$ cat src/design/comp_regs_pkg.sv
// Constants shared by the compensation and threshold register bank
// ---------------------------------------------------------------
// ---------------------------------------------------------------
package comp_regs_pkg;
  localparam int unsigned INDEX_W = 8;
  localparam int unsigned ADDR_LSB = 2;
  localparam logic [7:0] IDX_ALARM_CFG = 8'h08;
  localparam logic [7:0] IDX_THRESH_HIGH = 8'h09;
  localparam logic [7:0] IDX_THRESH_LOW = 8'h0a;
  localparam logic [7:0] IDX_PRES_HIGH = 8'h0b;
  localparam logic [7:0] IDX_PRES_LOW = 8'h0c;
  localparam logic [7:0] IDX_REF_HIGH = 8'h0d;
  localparam logic [7:0] IDX_REF_LOW = 8'h0e;
  localparam logic [7:0] IDX_STATUS = 8'h20;
  localparam logic [7:0] IDX_IRQ_MASK = 8'h21;
  localparam logic [7:0] IDX_SHADOW_HIGH = 8'h22;
  localparam logic [7:0] IDX_SHADOW_LOW = 8'h23;
  localparam logic [7:0] RST_THRESH_HIGH = 8'h00;
  localparam logic [7:0] RST_THRESH_LOW = 8'h00;
  localparam logic [7:0] RST_PRES_HIGH = 8'h03;
  localparam logic [7:0] RST_PRES_LOW = 8'hf7;
  localparam logic [7:0] RST_REF_HIGH = 8'h01;
  localparam logic [7:0] RST_REF_LOW = 8'h90;
  localparam logic RST_ALARM_DIR = 1'b1;
  localparam logic RST_MASK = 1'b0;
  localparam logic [15:0] PRES_DEFAULT = {RST_PRES_HIGH, RST_PRES_LOW};
  localparam logic [15:0] PRES_MIN = 16'h02ee;
  localparam logic [15:0] PRES_MAX = 16'h047e;
  localparam logic [15:0] REF_MIN = 16'h015e;
  localparam logic [15:0] REF_MAX = 16'h05dc;
  localparam int unsigned BIT_COMM_ERR = 0;
  localparam int unsigned BIT_ALARM_DIR = 0;
  localparam logic [2:0] HSIZE_WORD = 3'h2;
  // Bus front phases, one-hot
  typedef enum logic [1:0] {
    PH_IDLE = 2'b01,
    PH_DATA = 2'b10
  } bus_phase_e;
endpackage

$ cat src/design/reg_access_if.sv
// Register access strobes between the bus front and the register bank
`timescale 1ns/1ps
`default_nettype none
interface reg_access_if;
  logic wrEn;
  logic [7:0] index;
  logic [7:0] wdata;
  logic [7:0] rdata;
  modport front (output wrEn, output index, output wdata, input rdata);
  modport regs (input wrEn, input index, input wdata, output rdata);
endinterface
`default_nettype wire

$ cat src/design/range_clamp.sv
// Saturates a 16-bit value into a closed range and flags the excursion
`timescale 1ns/1ps
`default_nettype none
module range_clamp #(
  parameter logic [15:0] LO = 16'h0000,
  parameter logic [15:0] HI = 16'hffff,
  parameter bit IS_SIGNED = 1'b0
) (
  input wire logic [15:0] value,
  output logic [15:0] clamped,
  output logic outOfRange
);
  logic below;
  logic above;

  // Compare in the number format of the field
  always_comb begin
    if (IS_SIGNED) begin
      below = $signed(value) < $signed(LO);
      above = $signed(value) > $signed(HI);
    end else begin
      below = value < LO;
      above = value > HI;
    end
    outOfRange = below || above;
    clamped = below ? LO : (above ? HI : value);
  end
endmodule // range_clamp
`default_nettype wire

$ cat src/design/ahb_reg_front.sv
// AHB-Lite slave front end that turns word transfers into byte register strobes
`timescale 1ns/1ps
`default_nettype none
module ahb_reg_front (
  input wire logic core_clk,
  input wire logic rst,
  input wire logic hsel,
  input wire logic [31:0] haddr,
  input wire logic [1:0] htrans,
  input wire logic hwrite,
  input wire logic [2:0] hsize,
  input wire logic [31:0] hwdata,
  input wire logic hready,
  output logic hreadyout,
  output logic [31:0] hrdata,
  reg_access_if.front acc
);
  import comp_regs_pkg::*;

  bus_phase_e phase;
  logic [INDEX_W-1:0] pendIndex;
  logic pendWrite;
  logic pendValid;
  logic take;

  // NONSEQ or SEQ with the bus ready starts an address phase
  assign take = hsel && htrans[1] && hready;

  // One wait state per transfer so read data leaves a flop
  always_ff @(posedge core_clk) begin
    if (rst) begin
      phase <= PH_IDLE;
    end else begin
      case (phase)
        PH_IDLE: phase <= take ? PH_DATA : PH_IDLE;
        PH_DATA: phase <= PH_IDLE;
        default: phase <= PH_IDLE;
      endcase
    end
  end

  // Address phase capture; non-word or out-of-window access is unmapped
  always_ff @(posedge core_clk) begin
    if (rst) begin
      pendIndex <= '0;
      pendWrite <= 1'b0;
      pendValid <= 1'b0;
    end else if (phase == PH_IDLE && take) begin
      pendIndex <= haddr[ADDR_LSB +: INDEX_W];
      pendWrite <= hwrite;
      pendValid <= (hsize == HSIZE_WORD) && (haddr[1:0] == 2'h0) && (haddr[31:10] == 22'h0);
    end
  end

  // Ready low through the data phase, read data registered at its end
  always_ff @(posedge core_clk) begin
    if (rst) begin
      hreadyout <= 1'b1;
      hrdata <= 32'h0;
    end else if (phase == PH_DATA) begin
      hreadyout <= 1'b1;
      hrdata <= (pendValid && !pendWrite) ? {24'h0, acc.rdata} : 32'h0;
    end else begin
      hreadyout <= !take;
    end
  end

  // Strobes to the bank live only in the data phase, when hwdata stands
  assign acc.wrEn = (phase == PH_DATA) && pendWrite && pendValid;
  assign acc.index = pendIndex;
  assign acc.wdata = hwdata[7:0];
endmodule // ahb_reg_front
`default_nettype wire

$ cat src/design/compensation_threshold_regs.sv
// Alarm threshold, pressure compensation and calibration reference registers
//
// The AHB-Lite interface to the registers was chosen for this implementation.
`timescale 1ns/1ps
`default_nettype none
module compensation_threshold_regs (
  input wire logic core_clk,
  input wire logic rst,
  input wire logic hsel,
  input wire logic [31:0] haddr,
  input wire logic [1:0] htrans,
  input wire logic hwrite,
  input wire logic [2:0] hsize,
  input wire logic [31:0] hwdata,
  input wire logic hready,
  output logic hreadyout,
  output logic [31:0] hrdata,
  output logic hresp,
  output logic signed [15:0] alarmThreshold,
  output logic alarmUpward,
  output logic [15:0] pressureComp,
  output logic compEnable,
  output logic signed [15:0] calibReference,
  output logic commError,
  output logic irq
);
  import comp_regs_pkg::*;

  // ---------------------------------------------------------------
  // Bus front end
  // ---------------------------------------------------------------

  reg_access_if acc ();

  ahb_reg_front u_front (
    .core_clk (core_clk),
    .rst (rst),
    .hsel (hsel),
    .haddr (haddr),
    .htrans (htrans),
    .hwrite (hwrite),
    .hsize (hsize),
    .hwdata (hwdata),
    .hready (hready),
    .hreadyout (hreadyout),
    .hrdata (hrdata),
    .acc (acc)
  );

  // Every transfer completes OKAY; kept in a flop like every other output
  always_ff @(posedge core_clk) hresp <= 1'b0;

  // ---------------------------------------------------------------
  // Storage
  // ---------------------------------------------------------------

  logic [7:0] threshHigh;
  logic [7:0] threshLow;
  logic [7:0] presHigh;
  logic [7:0] presLow;
  logic [15:0] presShadow;
  logic [7:0] refHigh;
  logic [7:0] refLow;
  logic irqMask;
  logic next_commErr;
  logic next_irqMask;

  // ---------------------------------------------------------------
  // Write decode
  // ---------------------------------------------------------------

  logic wrCfg;
  logic wrThreshHigh;
  logic wrThreshLow;
  logic wrPresHigh;
  logic wrPresLow;
  logic wrRefHigh;
  logic wrRefLow;
  logic wrStatus;
  logic wrMask;

  // One strobe per writable register; the shadow bytes have none
  assign wrCfg = acc.wrEn && (acc.index == IDX_ALARM_CFG);
  assign wrThreshHigh = acc.wrEn && (acc.index == IDX_THRESH_HIGH);
  assign wrThreshLow = acc.wrEn && (acc.index == IDX_THRESH_LOW);
  assign wrPresHigh = acc.wrEn && (acc.index == IDX_PRES_HIGH);
  assign wrPresLow = acc.wrEn && (acc.index == IDX_PRES_LOW);
  assign wrRefHigh = acc.wrEn && (acc.index == IDX_REF_HIGH);
  assign wrRefLow = acc.wrEn && (acc.index == IDX_REF_LOW);
  assign wrStatus = acc.wrEn && (acc.index == IDX_STATUS);
  assign wrMask = acc.wrEn && (acc.index == IDX_IRQ_MASK);

  // ---------------------------------------------------------------
  // Range checks
  // ---------------------------------------------------------------

  logic [15:0] presCand;
  logic [15:0] presClamped;
  logic presOut;
  logic [15:0] refCand;
  logic [15:0] refClamped;
  logic refOut;

  // The candidate pairs the held high byte with the incoming low byte
  assign presCand = {presHigh, acc.wdata};

  range_clamp #(
    .LO (PRES_MIN),
    .HI (PRES_MAX),
    .IS_SIGNED (1'b0)
  ) u_pres_clamp (
    .value (presCand),
    .clamped (presClamped),
    .outOfRange (presOut)
  );

  // Either byte of the reference is checked together with the other held byte
  assign refCand = wrRefHigh ? {acc.wdata, refLow} : {refHigh, acc.wdata};

  range_clamp #(
    .LO (REF_MIN),
    .HI (REF_MAX),
    .IS_SIGNED (1'b1)
  ) u_ref_clamp (
    .value (refCand),
    .clamped (refClamped),
    .outOfRange (refOut)
  );

  // ---------------------------------------------------------------
  // Alarm configuration and threshold
  // ---------------------------------------------------------------

  // Direction bit picks lower or upper limit for the comparator
  always_ff @(posedge core_clk) begin
    if (rst) begin
      alarmUpward <= RST_ALARM_DIR;
    end else if (wrCfg) begin
      alarmUpward <= acc.wdata[BIT_ALARM_DIR];
    end
  end

  // Threshold bytes are plain storage
  always_ff @(posedge core_clk) begin
    if (rst) begin
      threshHigh <= RST_THRESH_HIGH;
      threshLow <= RST_THRESH_LOW;
    end else begin
      if (wrThreshHigh) begin
        threshHigh <= acc.wdata;
      end
      if (wrThreshLow) begin
        threshLow <= acc.wdata;
      end
    end
  end

  // Signed threshold, high byte on top
  assign alarmThreshold = {threshHigh, threshLow};

  // ---------------------------------------------------------------
  // Pressure compensation
  // ---------------------------------------------------------------

  // Visible bytes; the low-byte commit writes the clamped pair back
  always_ff @(posedge core_clk) begin
    if (rst) begin
      presHigh <= RST_PRES_HIGH;
      presLow <= RST_PRES_LOW;
    end else if (wrPresLow) begin
      presHigh <= presClamped[15:8];
      presLow <= presClamped[7:0];
    end else if (wrPresHigh) begin
      presHigh <= acc.wdata;
    end
  end

  // Shadow loads only on the low-byte write, so a half-written pair never leaks
  always_ff @(posedge core_clk) begin
    if (rst) begin
      presShadow <= PRES_DEFAULT;
    end else if (wrPresLow) begin
      presShadow <= presClamped;
    end
  end

  // Reset value in the shadow means no compensation
  always_ff @(posedge core_clk) begin
    if (rst) begin
      compEnable <= 1'b0;
    end else if (wrPresLow) begin
      compEnable <= (presClamped != PRES_DEFAULT);
    end
  end

  // Downstream sees only the shadow copy
  assign pressureComp = presShadow;

  // ---------------------------------------------------------------
  // Calibration reference
  // ---------------------------------------------------------------

  // Either byte write stores the clamped pair in both bytes
  always_ff @(posedge core_clk) begin
    if (rst) begin
      refHigh <= RST_REF_HIGH;
      refLow <= RST_REF_LOW;
    end else if (wrRefHigh || wrRefLow) begin
      refHigh <= refClamped[15:8];
      refLow <= refClamped[7:0];
    end
  end

  assign calibReference = {refHigh, refLow};

  // ---------------------------------------------------------------
  // Status, mask and interrupt
  // ---------------------------------------------------------------

  logic errEvent;

  // A bad value on either clamped pair counts as a communication error
  assign errEvent = (wrPresLow && presOut) || ((wrRefHigh || wrRefLow) && refOut);

  // Write one to clear; a new error in the same cycle wins
  always_comb begin
    next_commErr = commError;
    if (wrStatus && acc.wdata[BIT_COMM_ERR]) begin
      next_commErr = 1'b0;
    end
    if (errEvent) begin
      next_commErr = 1'b1;
    end
    next_irqMask = wrMask ? acc.wdata[BIT_COMM_ERR] : irqMask;
  end

  always_ff @(posedge core_clk) begin
    if (rst) begin
      commError <= 1'b0;
    end else begin
      commError <= next_commErr;
    end
  end

  always_ff @(posedge core_clk) begin
    if (rst) begin
      irqMask <= RST_MASK;
    end else begin
      irqMask <= next_irqMask;
    end
  end

  // Built from next values so the line tracks the flag with no extra lag
  always_ff @(posedge core_clk) begin
    if (rst) begin
      irq <= 1'b0;
    end else begin
      irq <= next_commErr && next_irqMask;
    end
  end

  // ---------------------------------------------------------------
  // Read-back
  // ---------------------------------------------------------------

  // Unmapped indices read as zero
  always_comb begin
    case (acc.index)
      IDX_ALARM_CFG: acc.rdata = {7'h0, alarmUpward};
      IDX_THRESH_HIGH: acc.rdata = threshHigh;
      IDX_THRESH_LOW: acc.rdata = threshLow;
      IDX_PRES_HIGH: acc.rdata = presHigh;
      IDX_PRES_LOW: acc.rdata = presLow;
      IDX_REF_HIGH: acc.rdata = refHigh;
      IDX_REF_LOW: acc.rdata = refLow;
      IDX_STATUS: acc.rdata = {7'h0, commError};
      IDX_IRQ_MASK: acc.rdata = {7'h0, irqMask};
      IDX_SHADOW_HIGH: acc.rdata = presShadow[15:8];
      IDX_SHADOW_LOW: acc.rdata = presShadow[7:0];
      default: acc.rdata = 8'h00;
    endcase
  end
endmodule // compensation_threshold_regs
`default_nettype wire

$ cat config.mk
export PLATFORM = sky130hd
export DESIGN_NAME = compensation_threshold_regs
export DESIGN_NICKNAME = d
export VERILOG_FILES = /design/src/design/comp_regs_pkg.sv /design/src/design/reg_access_if.sv /design/src/design/range_clamp.sv /design/src/design/ahb_reg_front.sv /design/src/design/compensation_threshold_regs.sv
export SDC_FILE = /design/constraint.sdc
export NUM_CORES = 1
export LEC_CHECK = 0
export CAP_MARGIN = 0
export CORE_MARGIN = 2
export CORE_UTILIZATION = 40
export DETAILED_ROUTE_END_ITERATION = 7
export DONT_BUFFER_PORTS = 1
export HOLD_SLACK_MARGIN = 0.1
export PLACE_DENSITY = 0.54
export SETUP_SLACK_MARGIN = 0.15
export SYNTH_ARGS = -nofsm -noshare
export SYNTH_HDL_FRONTEND = slang
export SYNTH_HIERARCHICAL = 1
export SYNTH_SLANG_ARGS = --single-unit
$ cat constraint.sdc
create_clock -name core_clk -period 3.3 [get_ports core_clk]
set_input_delay 0.165 -clock core_clk [delete_from_list [all_inputs] [get_ports core_clk]]
set_output_delay 0.165 -clock core_clk [all_outputs]
set_load 0.02 [all_outputs]
==> impl_metrics.csv, run 1 <==
group,metric,value,unit
power,p_clk_share,47.8,%
detailed_routing,wirelength,15100,um
setup_path,worstSetupPathType,"flip-flop to flip-flop",
setup_path,crit_buf_inv,1,
job,drv_cap,0,
clock_network,cts_num_sinks,82,
power,leakagePower,2.56,nW
synth,yosysWarningCount,6,
synth,ys.flop_type,"dfxtp_1",
synth,ys_seq_area_share,34.4,%
global_routing,antenna_found_initial,0,
clock_network,root_buffer,"clkbuf_16",
global_routing,grt_pass1_vias,4041,
power,power_density,394,nW/um2
finish,drive_gt1_share,16.4,%
setup_path,path_max_fanout,5,
synth,syn_avg_cell_area,8.73,um2
synth,synth_edf_count,0,
finish,fin_nets,662,
sta,clock_skew,0.00746,ns
sta,max_slew_margin,58.4,%
detailed_routing,dr.pass1.iters,5,
finish,insertedDiodeCount,0,
synth,synth_cells,547,
floorplan,start_util,41.5,%
synth,yosysUniqueCellTypes,69,
floorplan,dieArea,12800,um2
detailed_routing,ant_nets,0,
setup_path,cp-end-kind,"flip-flop",
power,combPwrFrac,7.6,%
global_routing,grt_usage,23.8,%
sta,post-route-period-util,94.7,%
power,pwr-share-seq,44.6,%
detailed_routing,vias,4268,
outcome,outcome,"complete, no violations",
floorplan,num_io_pins,160,
setup_path,cp-start-kind,"flip-flop",
clock_network,cts.reportedPaths.clkPinSlew,0.06,ns
synth,ys_ff_latch,82,
sta,hold_viol,0,
clock_network,cts_tree,"built",
setup_path,arrival,3.35,ns
synth,syn-cell-area,4780,um2
finish,nFillCells,1125,
global_routing,grt_overflow,0,
global_routing,grt_pass1_wl,23600,um
finish,final_util,49.4,%
detailed_routing,drt_iter0_drc,282,
finish,area_growth_syn_to_layout,19.1,%
setup_path,cpLargestDelayFamily,"simple AND/OR/NAND/NOR gates",
power,swShare,23.1,%
detailed_routing,viasPerCell,5.80,
sta,worst_slew_pin_slew,0.620,ns
detailed_routing,wire_per_inst,20.6,um
setup_path,crit_required,3.53,ns
sta,setup_violations,0,
power,peakVddDrop,262,uV
floorplan,die_y,113,um
clock_network,clock_path_buffers,2,
floorplan,die_w,113,um
setup_path,slowest_stage,"or4_1",
place,io_buffers,0,
power,intPower,1.72,mW
power,power,2.24,mW
sta,rsz0062_at_grt,"yes",
global_routing,grt_max_degree,36,
clock_network,htreeDepth,3,
sta,max_freq,320,MHz
setup_path,path_cells,"nor2b_4, and3_4, nand3b_1, nor2_4, nand3_4, buf_6, mux2_4, or4_1, a31oi_4, o21ai_2, a32o_2, a22oi_2, nor3_1",
sta,hold_ws,0.109,ns
detailed_routing,drc,0,
clock_network,cts_buffers,9,
sta,min_period,3.12,ns
worst_hold_path,hp-class,"input pin to flip-flop",
place,place.gp.congestion,0.929,
floorplan,rows,39,
sta,finalMaxSlewViolations,0,
place,dp_hpwl,9950,um
floorplan,fp.coreArea,11500,um2
setup_path,cp_slowest_stage_delay,0.58,ns
synth,ys_async_sr_fraction,0,%
clock_network,clk_latency,0.35,ns
power,p_sw,517,uW
==> power by group through the flow <==
stage	Clock, mW	Combinational (mW)	Sequential [mW]
after CTS	1.09	0.164	0.998
after detailed placement	0	0.134	1.02
after floorplan	0	0.164	1.02
after global placement	0	0.133	1.02
final	1.07	0.171	0.999
after global routing	1.14	0.183	0.998
==> cell usage in the layout, fill, tap and decap left out, types with 5 or more instances in the layout <==
cell type,n
a211oi_1,6
a21oi_1,20
a221o_1,7
a221oi_1,6
a22o_1,8
a22oi_1,8
buf_4,22
clkbuf_16,9
conb_1,35
dfxtp_1,81
dlygate4sd3_1,48
inv_1,17
mux2_2,20
mux2i_1,32
nand2_1,56
nand3_1,17
nand3_2,5
nand3b_1,12
nand4_1,8
nor2_1,47
nor2b_1,7
nor4_1,8
o211ai_1,9
o21ai_1,11
==> area by class of cell <==
cell class / count / area (um2) / share of cell area [%]
Clock buffer: 15 / 288 / 5.06
Sequential cell: 82 / 1640 / 28.9
Timing Repair Buffer: 74 / 699 / 12.3
Tap cell: 143 / 179 / 3.14
Inverter: 18 / 67.6 / 1.19
Clock inverter: 1 / 30.0 / 0.528
Multi-Input combinational cell: 403 / 2780 / 48.9
==> through the flow <==
stage	cell area [um2]	cells	setup TNS [ns]	setup WS (ns)
finish	5690	736	0	0.176
global placement	4740	666	0	0.0975
CTS	5620	733	0	0.136
floorplan	4920	578	-0.213	-0.113
detailed placement	4740	666	0	0.0344
global route	5690	736	0	0.0443
==> registers in the layout, indices dropped and copies added, names as in the netlist, 2 cells and up <==
| signal | flops |
|---|---|
| u_front/acc.index | 8 |
| u_front/hrdata | 8 |
| presHigh | 8 |
| presLow | 7 |
| refHigh | 8 |
| pressureComp | 9 |
| threshHigh | 8 |
| refLow | 8 |
| threshLow | 8 |
| u_front/phase | 2 |
==> worst reg2reg max path, delay by kind of cell, from the launching register on <==
family	cells	cell delay, ns
buf+inv	1	0.17
compound gates	4	0.73
flops	1	0.34
mux	1	0.34
simple gates	7	1.41
==> cells by family (layout without fill, tap and decap cells) <==
logic type      Yosys count  count (layout)  synth area share (%)
simple gates            203             203                  23.2
compound gates          110             110                  18.2
buf+inv                  93             108                  11.9
flops                    82              82                  34.4
mux                      54              54                  11.9
other cells               4              35                 0.314
xor+xnor                  1               1                 0.183
==> cells in the mapped netlist, types with 5 or more instances <==
library cell	instances	area, um2
a211oi_1	6	45.0
a21oi_1	20	100
a221o_1	7	70.1
a221oi_1	6	52.6
a22o_1	8	70.1
a22oi_1	9	67.6
buf_2	11	55.1
buf_4	44	330
buf_6	5	56.3
clkbuf_1	12	45.0
dfxtp_1	82	1640
inv_1	17	63.8
mux2_2	22	248
mux2i_1	32	320
nand2_1	56	210
nand3_1	18	90.1
nand3_2	5	50.1
nand3b_1	12	90.1
nand4_1	8	50.1
nor2_1	48	180
nor2b_1	7	43.8
nor4_1	9	56.3
o211ai_1	9	67.6
o21ai_1	10	50.1
==> path summary, 6_finish.rpt <==
kind | start | to | slack (ns) | depth (start not counted)
setup reg to reg | u_front/phase[1]$_SDFF_PP0_ | irq$_SDFF_PP0_ | 0.18 | 13
hold reg to reg | irqMask$_SDFF_PP0_ | irqMask$_SDFF_PP0_ | 0.56 | 2
setup / recovery | u_front/phase[1]$_SDFF_PP0_ | irq$_SDFF_PP0_ | 0.18 | 13
hold / removal | rst | commError$_SDFF_PP0_ | 0.11 | 2
==> routing by layer <==
layer  wire length [um]  track usage, %  vias up
met5                  0               0        -
met1               6680            31.7     2102
li1                   -               -     1997
met4                229            6.83        0
met2               7180            38.7      149
met3               1060            5.57       20
==> what timing repair did <==
item,in CTS,in global routing
pin swaps,7,4
endpoints found under the setup margin,6,13
hold endpoints to repair,74,0
resized for setup,7,10
hold buffers,49,0
buffers inserted,2,3
(Power assumes the default switching activity.)
==> inputs of run 2 (changes only) <==
--- a/config.mk
+++ b/config.mk
@@ -5,13 +5,13 @@
 export SDC_FILE = /design/constraint.sdc
 export NUM_CORES = 1
 export LEC_CHECK = 0
+export BUFFER_PORTS_ARGS = -buffer_cell sky130_fd_sc_hd__buf_2
 export CAP_MARGIN = 0
 export CORE_MARGIN = 2
 export CORE_UTILIZATION = 40
 export DETAILED_ROUTE_END_ITERATION = 7
-export DONT_BUFFER_PORTS = 1
 export HOLD_SLACK_MARGIN = 0.1
-export PLACE_DENSITY = 0.54
+export PLACE_DENSITY = 0.66
 export SETUP_SLACK_MARGIN = 0.15
 export SYNTH_ARGS = -nofsm -noshare
 export SYNTH_HDL_FRONTEND = slang
==> run 2 against run 1 <==
  * Non-clock buffer count up 66
  * Via count up 3.4%
  * Sequential cell count unchanged
  * Critical endpoint unchanged
  * Global-route usage down 1.4 points
  * Critical path type unchanged
  * Count of clock-buffer cells in the layout down 1
  * Design area up 1.4%
==> impl_metrics.csv, run 2 (synthesized netlist as in run 1, its figures left out) <==
group,metric,value,unit
place,place.gp.congestion,0.911,
setup_path,worstSetupPathType,"flip-flop to flip-flop",
floorplan,rows,39,
setup_path,cp-start-kind,"flip-flop",
sta,rsz0062_at_grt,"yes",
setup_path,path_cells,"nor2b_4, and3_4, nand3b_1, nor2_4, nand3_4, mux2_2, or3_4, or4_4, nor3_4, o21ai_2, a32o_2, a22oi_2, nor3_1",
sta,finalMaxSlewViolations,0,
global_routing,grt_max_degree,45,
sta,hold_viol,0,
global_routing,grt_pass1_wl,22500,um
sta,max_freq,320,MHz
finish,layout_commonest_cell,"buf_2",
detailed_routing,vias,4411,
sta,setup_tns,0,ns
detailed_routing,wire_per_inst,17.7,um
place,post-place-ws,-0.0101,ns
power,p_sw,532,uW
finish,largest_register_ffs,9,
detailed_routing,viasPerCell,5.50,
power,leakagePower,2.74,nW
floorplan,fp.coreArea,11500,um2
finish,insertedDiodeCount,0,
setup_path,cp_slowest_stage_delay,0.44,ns
sta,clock_skew,0.00625,ns
power,intPower,1.69,mW
clock_network,clock_path_buffers,2,
finish,drive_gt1_share,30.7,%
worst_hold_path,hold_path_depth,4,
place,dp_hpwl,10400,um
sta,max_slew_margin,48.4,%
clock_network,htreeDepth,3,
finish,area_growth_syn_to_layout,20.7,%
detailed_routing,ant_nets,0,
floorplan,num_io_pins,160,
finish,nFillCells,1090,
worst_hold_path,hp-class,"input pin to flip-flop",
outcome,outcome,"complete, no violations",
clock_network,cts.reportedPaths.clkPinSlew,0.06,ns
power,power_density,386,nW/um2
sta,fin_ws,0.174,ns
global_routing,antenna_found_initial,0,
detailed_routing,wirelength,14200,um
floorplan,start_util,41.5,%
power,p_clk_share,45.9,%
clock_network,cts_tree,"built",
detailed_routing,dr.pass1.iters,4,
power,combPwrFrac,9.2,%
power,peakVddDrop,205,uV
detailed_routing,drt_iter0_drc,289,
sta,setup_violations,0,
place,io_buffers,109,
floorplan,die_w,113,um
worst_hold_path,hp-start,"haddr[28]",
setup_path,path_max_fanout,5,
clock_network,cts_num_sinks,82,
setup_path,cp-end-kind,"flip-flop",
clock_network,root_buffer,"clkbuf_16",
job,drv_cap,0,
floorplan,dieArea,12800,um2
sta,worst_slew_pin_slew,0.763,ns
setup_path,crit_required,3.51,ns
finish,final_cell_mix,"109 x buf_2, 81 x dfxtp_1, 56 x nand2_1, 47 x nor2_1, 35 x conb_1",
finish,fin_nets,728,
power,pwr-share-seq,44.9,%
setup_path,slowest_stage,"or4_4",
floorplan,die_y,113,um
global_routing,grt_usage,22.4,%
power,swShare,23.9,%
sta,post-route-period-util,94.7,%
setup_path,r2r_slack,0.17,ns
clock_network,clk_latency,0.35,ns
setup_path,r2r_end,"irq$_SDFF_PP0_",
detailed_routing,drc,0,
clock_network,cts_buffers,9,
global_routing,grt_pass1_vias,4136,
setup_path,rr_startpoint,"u_front/phase[1]$_SDFF_PP0_",
setup_path,reg2reg_depth,13,
worst_hold_path,min_to,"u_front/pendValid$_SDFFE_PP0P_",
global_routing,grt_overflow,0,
setup_path,arrival,3.34,ns
sta,min_period,3.13,ns
run 2: layout make-up:
cell class,instances,area (um2),area share (%)
Clock inverter,2,35.0,0.607
Tap cell,143,179,3.10
Clock buffer,14,264,4.58
Timing Repair Buffer,140,805,13.9
Multi-Input combinational cell,403,2780,48.1
Sequential cell,82,1640,28.5
Inverter,18,67.6,1.17
run 2: worst max path at each step:
stage / start / to / slack (ns) / cells after the start
5_1_grt: u_front/phase[1]$_SDFF_PP0_ / irq$_SDFF_PP0_ / 0.06 / 13
3_5_place_dp: u_front/phase[1]$_SDFF_PP0_ / irq$_SDFF_PP0_ / -0.01 / 14
4_1_cts: u_front/phase[1]$_SDFF_PP0_ / irq$_SDFF_PP0_ / 0.15 / 13
6_report: u_front/phase[1]$_SDFF_PP0_ / irq$_SDFF_PP0_ / 0.17 / 13
2_1_floorplan: u_front/phase[1]$_SDFF_PP0_ / irq$_SDFF_PP0_ / -0.11 / 14
3_3_place_gp: u_front/phase[1]$_SDFF_PP0_ / irq$_SDFF_PP0_ / 0.07 / 14
run 2: metrics by stage:
stage / hold slack (ns) / cells / total power, mW / util (%) / area (um2)
6_report: 0.118 / 802 / 2.22 / 50.1 / 5770
5_1_grt: 0.138 / 802 / 2.31 / 50.1 / 5770
4_1_cts: 0.110 / 799 / 2.24 / 49.6 / 5710
3_5_place_dp: 0.429 / 773 / 1.21 / 45.8 / 5270
3_3_place_gp: 0.424 / 773 / 1.21 / 45.8 / 5270
2_1_floorplan: 0.233 / 578 / 1.18 / - / 4920
run 2: power by group through the flow:
stage,registers (mW),clock network (mW),logic [mW]
finish,0.998,1.02,0.205
global route,0.998,1.09,0.222
CTS,0.998,1.04,0.199
detailed placement,1.02,0,0.189
global placement,1.02,0,0.187
floorplan,1.02,0,0.164
run 2: per-layer routing:
| metal | up-vias | part of all wire, % | GRT usage, % |
|---|---|---|---|
| li1 | 2130 | - | - |
| met1 | 2071 | 45 | 30.4 |
| met4 | 0 | 2.7 | 10.0 |
| met5 | - | 0 | 0 |
| met3 | 28 | 6.3 | 4.39 |
| met2 | 182 | 46 | 34.6 |
run 2: repair_timing:
item | 4_1_cts | 5_1_grt
pin swaps | 5 | 5
hold endpoints to repair | 9 | 0
resized for setup | 7 | 6
endpoints found under the setup margin | 8 | 12
hold buffers | 9 | 0
buffers inserted | 1 | 3
cloned | 0 | 0
run 2: critical path, delay by kind of cell, from the launching register on:
| kind | cells | cell delay (ns) |
|---|---|---|
| simple gates | 9 | 1.84 |
| compound gates | 3 | 0.53 |
| flops | 1 | 0.33 |
| mux | 1 | 0.29 |
